**src/rtl/rrs_pkg.sv**
```systemverilog
package rrs_pkg;

    // ------------------------------------------------------------
    // Timing
    // ------------------------------------------------------------
    localparam int unsigned CLK_PERIOD_NS   = 10;
    localparam int unsigned RST_MIN_LOW_NS  = 2000;
    localparam int unsigned RST_MIN_LOW_CYC =
        (RST_MIN_LOW_NS + CLK_PERIOD_NS - 1) / CLK_PERIOD_NS;

    // ------------------------------------------------------------
    // Release-delay timers
    // ------------------------------------------------------------
    localparam logic [7:0] T3_PRESET     = 8'hFF;
    localparam logic [7:0] T4_PRESET     = 8'h07;
    localparam logic [3:0] PRESCALE_LAST = 4'hF;  // divide by 16
    localparam logic [7:0] T_ZERO        = 8'h00;

    // ------------------------------------------------------------
    // Reset vector and ports
    // ------------------------------------------------------------
    localparam logic [15:0] VEC_HI_ADDR = 16'hFFFF;
    localparam logic [15:0] VEC_LO_ADDR = 16'hFFFE;
    localparam int unsigned NUM_PORTS   = 6;
    localparam int unsigned PORT_W      = 8;

    // ------------------------------------------------------------
    // Sequencer states
    // ------------------------------------------------------------
    typedef enum logic [2:0] {
        RRS_HELD    = 3'b000,
        RRS_COUNT   = 3'b001,
        RRS_FETCH_L = 3'b010,
        RRS_FETCH_H = 3'b011,
        RRS_RUN     = 3'b100
    } rrs_state_t;

endpackage

```
**src/rtl/rrs_sequencer.sv**
```systemverilog
`timescale 1ns/1ps
`default_nettype none

// Notes on behaviour
// - On pin release timer 3 loads FF counting osc/16, timer 4 loads 07.
// - Internal reset stays active until timer 4 overflows.
// - Leaving reset enables only the main oscillator in ordinary mode.
// - Leaving reset returns the sub-clock pins to port 5 bits 0 and 1.
// - Execution starts at the vector, high byte FFFF, low byte FFFE.
// - The timers keep counting after internal reset ends.
// - A stop in ordinary mode freezes every I/O port at its last state.
// - After reset every I/O port is turned to input, pins high-impedance.
// - Ordinary mode runs the core clock at main oscillator divided by 2.
module rrs_sequencer
    import rrs_pkg::*;
(
    // Clock and reset
    input  wire logic        ref_clk,
    input  wire logic        srst,
    // External reset pin
    input  wire logic        reset_pin_n,
    // Core control
    input  wire logic        stop_instruction,
    input  wire logic [7:0]  vec_rdata,
    // Core status
    output logic             core_rst,
    output logic [15:0]      vec_addr,
    output logic             vec_rd,
    output logic [15:0]      start_pc,
    output logic             start_valid,
    // Clock and port control
    output logic             main_osc_en,
    output logic             sub_osc_en,
    output logic             low_speed_mode,
    output logic             sub_pins_as_port,
    output logic             phi_en,
    output logic             ports_hold,
    output logic             ports_to_input,
    // Timer view
    output logic [7:0]       timer3_count,
    output logic [7:0]       timer4_count
);

    // ------------------------------------------------------------
    // Pin synchroniser
    // ------------------------------------------------------------
    logic       sync1_q, sync2_q;
    logic       pin_hi;

    // Two flops; only the second is used
    always_ff @(posedge ref_clk) begin
        if (srst) begin
            sync1_q <= 1'b0;
            sync2_q <= 1'b0;
        end else begin
            sync1_q <= reset_pin_n;
            sync2_q <= sync1_q;
        end
    end
    assign pin_hi = sync2_q;

    // ------------------------------------------------------------
    // Sequencer
    // ------------------------------------------------------------
    rrs_state_t st_q, st_d;
    logic [3:0] pre_q, pre_d;
    logic [7:0] lo_q, lo_d;
    logic [15:0] pc_q, pc_d;
    logic       phi_q, phi_d;
    logic       stop_q, stop_d;
    logic       hold;
    logic       t3_tick, t3_ovf, t4_ovf;

    // Timers held while the pin reads low
    assign hold    = !pin_hi;
    assign t3_tick = (pre_q == PRESCALE_LAST);  // osc/16

    rrs_timer8 u_t3 (
        .ref_clk (ref_clk),
        .load    (hold),
        .preset  (T3_PRESET),
        .tick    (t3_tick),
        .ovf     (t3_ovf),
        .count   (timer3_count)
    );

    // Timer 4 counts timer 3 wraps
    rrs_timer8 u_t4 (
        .ref_clk (ref_clk),
        .load    (hold),
        .preset  (T4_PRESET),
        .tick    (t3_ovf),
        .ovf     (t4_ovf),
        .count   (timer4_count)
    );

    // Next state and data
    always_comb begin
        st_d   = st_q;
        lo_d   = lo_q;
        pc_d   = pc_q;
        pre_d  = hold ? 4'h0 : pre_q + 4'h1;  // free-running
        phi_d  = (st_q == RRS_RUN) ? !phi_q : 1'b0;  // osc/2
        stop_d = stop_q;
        if (hold) begin
            st_d   = RRS_HELD;
            stop_d = 1'b0;
        end else begin
            case (st_q)
                RRS_HELD:    st_d = RRS_COUNT;
                RRS_COUNT: begin
                    if (t4_ovf) begin
                        st_d = RRS_FETCH_L;
                    end
                end
                RRS_FETCH_L: begin
                    lo_d = vec_rdata;
                    st_d = RRS_FETCH_H;
                end
                RRS_FETCH_H: begin
                    pc_d = {vec_rdata, lo_q};
                    st_d = RRS_RUN;
                end
                RRS_RUN: begin
                    if (stop_instruction) begin
                        stop_d = 1'b1;
                    end
                end
                default:     st_d = RRS_HELD;
            endcase
        end
    end

    always_ff @(posedge ref_clk) begin
        if (srst) begin
            st_q   <= RRS_HELD;
            pre_q  <= 4'h0;
            lo_q   <= 8'h00;
            pc_q   <= 16'h0000;
            phi_q  <= 1'b0;
            stop_q <= 1'b0;
        end else begin
            st_q   <= st_d;
            pre_q  <= pre_d;
            lo_q   <= lo_d;
            pc_q   <= pc_d;
            phi_q  <= phi_d;
            stop_q <= stop_d;
        end
    end

    // ------------------------------------------------------------
    // Outputs
    // ------------------------------------------------------------
    // Internal reset spans held, counting and vector fetch
    assign core_rst    = (st_q != RRS_RUN);
    assign vec_rd      = (st_q == RRS_FETCH_L) || (st_q == RRS_FETCH_H);
    assign vec_addr    = (st_q == RRS_FETCH_H) ? VEC_HI_ADDR
                                               : VEC_LO_ADDR;
    assign start_pc    = pc_q;
    assign start_valid = (st_q == RRS_RUN);
    // Stop kills every oscillator; otherwise main only
    assign main_osc_en      = !stop_q;
    assign sub_osc_en       = 1'b0;
    assign low_speed_mode   = 1'b0;
    // No sub-clock select lives here, so the pins stay port bits
    assign sub_pins_as_port = 1'b1;
    assign phi_en           = phi_q && !stop_q;
    assign ports_hold       = stop_q;
    assign ports_to_input   = core_rst;
endmodule

`default_nettype wire

```
**src/rtl/rrs_timer8.sv**
```systemverilog
`timescale 1ns/1ps
`default_nettype none

// Down counter that reloads on underflow and flags the wrap
module rrs_timer8
    import rrs_pkg::*;
(
    // Clock and hold
    input  wire logic       ref_clk,
    input  wire logic       load,
    // Count control
    input  wire logic [7:0] preset,
    input  wire logic       tick,
    // Status
    output logic            ovf,
    output logic [7:0]      count
);

    logic [7:0] cnt_q;
    logic [7:0] cnt_d;

    // Next value; reload keeps counting after wrap
    always_comb begin
        cnt_d = cnt_q;
        if (load) begin
            cnt_d = preset;
        end else if (tick) begin
            cnt_d = (cnt_q == T_ZERO) ? preset : cnt_q - 8'h01;
        end
    end

    always_ff @(posedge ref_clk) begin
        cnt_q <= cnt_d;
    end

    assign ovf   = tick && !load && (cnt_q == T_ZERO);
    assign count = cnt_q;

endmodule

`default_nettype wire

```
**config.mk**
```make
export PLATFORM = sky130hd
export DESIGN_NAME = rrs_sequencer
export DESIGN_NICKNAME = d
export VERILOG_FILES = /design/src/rtl/rrs_pkg.sv /design/src/rtl/rrs_sequencer.sv /design/src/rtl/rrs_timer8.sv
export SDC_FILE = /design/constraint.sdc
export NUM_CORES = 1
export LEC_CHECK = 0
export BUFFER_PORTS_ARGS = -buffer_cell sky130_fd_sc_hd__clkbuf_2
export CORE_UTILIZATION = 48
export DETAILED_ROUTE_END_ITERATION = 8
export GPL_TIMING_DRIVEN = 0
export PLACE_DENSITY = 0.76
export SLEW_MARGIN = 20
export SYNTH_ARGS = -nofsm -noshare
export SYNTH_HDL_FRONTEND = slang
export SYNTH_HIERARCHICAL = 1
export SYNTH_SLANG_ARGS = --single-unit
```
**constraint.sdc**
```tcl
create_clock -name ref_clk -period 1.8 [get_ports ref_clk]
set_input_delay 0.09 -clock ref_clk [delete_from_list [all_inputs] [get_ports ref_clk]]
set_output_delay 0.09 -clock ref_clk [all_outputs]
set_load 0.02 [all_outputs]
```
==> metrics.txt <==
WL met2=2.56 mm; Setup violations, final=2; Tightest Hold Check Type=primary input to flop; Synth-to-Final Area Change=27.6%; height of the die=77.7 um; type of the worst setup path=flop to flop; Synth Cell Area=2750 um^2; CTS tree=done; WHS Path Cells=3; cell row count=27; # fillers=490; PwrDens=701 nW/um^2; design area=3510 um^2; H-tree levels=2; I/O Buffers=51; Fin. Hold Viols=0; maximum clock path buffer count=2; outcome=finished, violations left; VDD IR max=0.454 mV; post-route worst setup slack=-50.7 ps; fraction of registers with async set/reset=0%; CP max stage delay=420 ps; Synth Area in Simple Gates=19.6%; wl on met1=2.44 mm; vias per cell=4.75; Setup crit start kind=flop; post-synthesis sequential area ratio=42.9%; syn avg cell area=11.2 um^2; area of the multi-input gates=1480 um^2; post-synthesis mux area share=14.6%; largest net degree at the start of global routing=16; Area after DPL=3230 um^2; drt total wl=5.30 mm; grt total ovfl=0; Clock Pin Slew Worst Setup and Hold Paths=100 ps; wire per inst=12.4 um; Worst Path Arrival=1920 ps; max cap viols=0; top layer in use=met4; failing checks=negative setup slack; number of global-route vias before repair=1896; hpwl dp=3.62 mm; FF/Latch Area=1180 um^2; clock root buffer=clkbuf_8; Die X=77.7 um; worst r2r src=u_t3/count[0]; count of pins over their slew limit=0; Critical Path RT=1860 ps; Post-Syn Instances=245; Core Region=5510 um^2; DRT Pass-1 Iters=4; Adder-Cell Fraction of Synth Area=2.27%; Static Leak=0.00167 uW; DR WL met3=240 um; crit path cell chain=inv_2 -> buf_4 -> ha_1 -> or3b_1 -> xnor2_1 -> mux2_4; hold_sp=vec_rdata[4]; final worst-path cycle share=103%; worst reg-to-reg setup slack=-50 ps; Worst R2R Path Depth=6; FMAX=540 MHz; minimum clock period=1850 ps; largest family of logic cells by synthesized area=simple AND/OR/NAND/NOR gates; total track usage=17.9%; worst skew pair latency=300 ps; placed insts=400; Top FF cell, synth=dfxtp_1; post-synthesis compound-gate area fraction=8.91%; share of cells above drive strength 1=37.6%; DRC viols=0; Synth Register Bits=51; r2r endpoint=u_t3/count[4]; Inserted Diodes=0; ANT nets after route=0; GP Congestion=0.751; 1st-iter DRT viols=65; Layout Cells excl Fill=426; Slowest cell on crit path=or3b_1; Initial Utilization=50.0%; die area=6040 um^2; RSZ-0062 raised after global routing=true; post-synthesis xor/xnor area fraction=2.23%; initial antenna violation count=0; crit end category=flop; Layout Nets=370; global-route wire length before repair=8.56 mm; Synth Warn #=6; post-synthesis cell type count=47; clk sinks=51; Layout Skew=6.94 ps; Hold Path End=start_pc[12]; TritonCTS Buffers=5; vias=2025; crit path max fanout=3; Boundary Pins=70; Post-synth EDFFs=16
==> metrics by stage <==
step                      power [uW]  util [%]  TNS, ps  hold WS (ps)  worst slack [ps]
final                           2460      63.8    -91.7          49.7             -50.7
after global routing            2570      63.8     -300          53.3              -140
after CTS                       2450      62.6    -13.4          41.8             -13.4
after detailed placement        1660      58.7    -1110           308              -333
after global placement          1650      58.7     -876           298              -232
after floorplan                 1580         -     -383           218              -203
==> layout by cell type, fill, tap and decap left out, types with 2 or more instances in the layout <==
cell       netlist  final
a21o_2           2      2
clkbuf_8         0      6
ha_2             0      2
nor2b_1          4      4
mux2_1           2      2
or3_2            2      2
xnor2_1          3      3
clkbuf_1         4      4
a22oi_1          2      2
a21oi_4          2      2
mux2_4           6      6
a211oi_1         2      2
ha_1             5      2
conb_1           2     34
o21bai_1         4      4
o21ai_0          3      3
o311a_1          2      2
nor4_4           2      2
nand2b_1        34     34
o21a_1           2      2
dfxtp_1         35     35
nor3_1           6      6
a2bb2oi_1        4      4
xor2_1           4      4
nor3b_4          0      2
or2_2            2      2
clkbuf_2         0     51
or3b_1           4      3
inv_1           13      8
nand3b_1         4      4
edfxtp_1        16     16
buf_4           20     37
and4_4           0      2
and3b_1          2      2
mux2i_1         29     29
o211a_1          2      2
nand4_1          2      2
inv_2            0      4
nor2_1           3      3
==> synthesized netlist by cell type, types with 3 or more instances <==
cell / number / share of area, %
nand2b_1: 34 / 7.7
o21bai_1: 4 / 1.1
dfxtp_1: 35 / 25
or3b_1: 4 / 1.3
nor2_1: 3 / 0.41
ha_1: 5 / 2.3
nor3_1: 6 / 1.1
xnor2_1: 3 / 0.96
o21ai_0: 3 / 0.55
buf_4: 20 / 5.5
a2bb2oi_1: 4 / 1.3
mux2i_1: 29 / 11
xor2_1: 4 / 1.3
edfxtp_1: 16 / 17
nor2b_1: 4 / 0.91
mux2_4: 6 / 3.3
nand3b_1: 4 / 1.1
inv_1: 13 / 1.8
clkbuf_1: 4 / 0.55
==> kinds of logic (layout without fill, tap and decap cells) <==
family                     count (synthesis)  count (layout)
other                                      2              34
buffers and inverters                     40             117
adders and majority gates                  5               5
AOI/OAI and AO/OA                         28              28
xor gates and xnor gates                   7               7
and+or+nand+nor                           75              75
muxes                                     37              37
DFF                                       51              51
==> report_power, final <==
group | leakage, uW | switching, uW | internal, uW | total, uW
Clock | 0.0000594 | 380 | 395 | 774
Combinational | 0.00116 | 207 | 193 | 400
Sequential | 0.000448 | 59.1 | 1230 | 1290
Total | 0.00167 | 646 | 1820 | 2460
==> cell type report <==
cell class | instances | area share [%]
Clock buffer | 7 | 3.06
Timing Repair Buffer | 69 | 11.2
Clock inverter | 1 | 0.143
Buffer | 27 | 5.74
Inverter | 13 | 1.50
Tap cell | 72 | 2.57
Sequential cell | 51 | 33.6
Multi-Input combinational cell | 186 | 42.2
==> worst max path at each step <==
stage	from	to	slack, ps	depth (start not counted)
floorplan	u_t3/count[1]	st_q[1]	-200	7
global placement	u_t3/count[4]	st_q[1]	-230	5
detailed placement	u_t3/count[1]	st_q[1]	-330	7
CTS	u_t3/count[1]	st_q[1]	-10	7
global route	u_t3/count[0]	st_q[1]	-140	7
finish	u_t3/count[0]	u_t3/count[4]	-50	6
==> per-layer routing <==
layer  GRT usage, %  up-vias
met5              0        -
met4           5.66        0
met3           4.24        8
met2           30.4       56
met1           22.2      929
li1               -     1032
==> sequential cells by signal, summed over array words and instances (netlist names) <==
signal and count:
phi_q 1, ports_hold 1, pin_hi 1, pre_q 4
start_pc 16, u_t4/count 8, lo_q 8, st_q 3
sync1_q 1, u_t3/count 8
==> critical path: cells and delay by family, from the launching register on <==
| kind | cells | cell delay, ps |
|---|---|---|
| simple gates | 1 | 420 |
| flops | 1 | 410 |
| mux | 1 | 260 |
| buf+inv | 2 | 210 |
| fa+ha+maj | 1 | 160 |
| xor+xnor | 1 | 160 |
==> what timing repair did <==
action                                  CTS  global route
endpoints found under the setup margin   11             8
setup buffers                            11             6
hold buffers                              1             0
resized for setup                         6             5
pin swaps                                 2             3
endpoints found under the hold margin     1             0
Note: power is estimated with default switching activity, not from simulation.
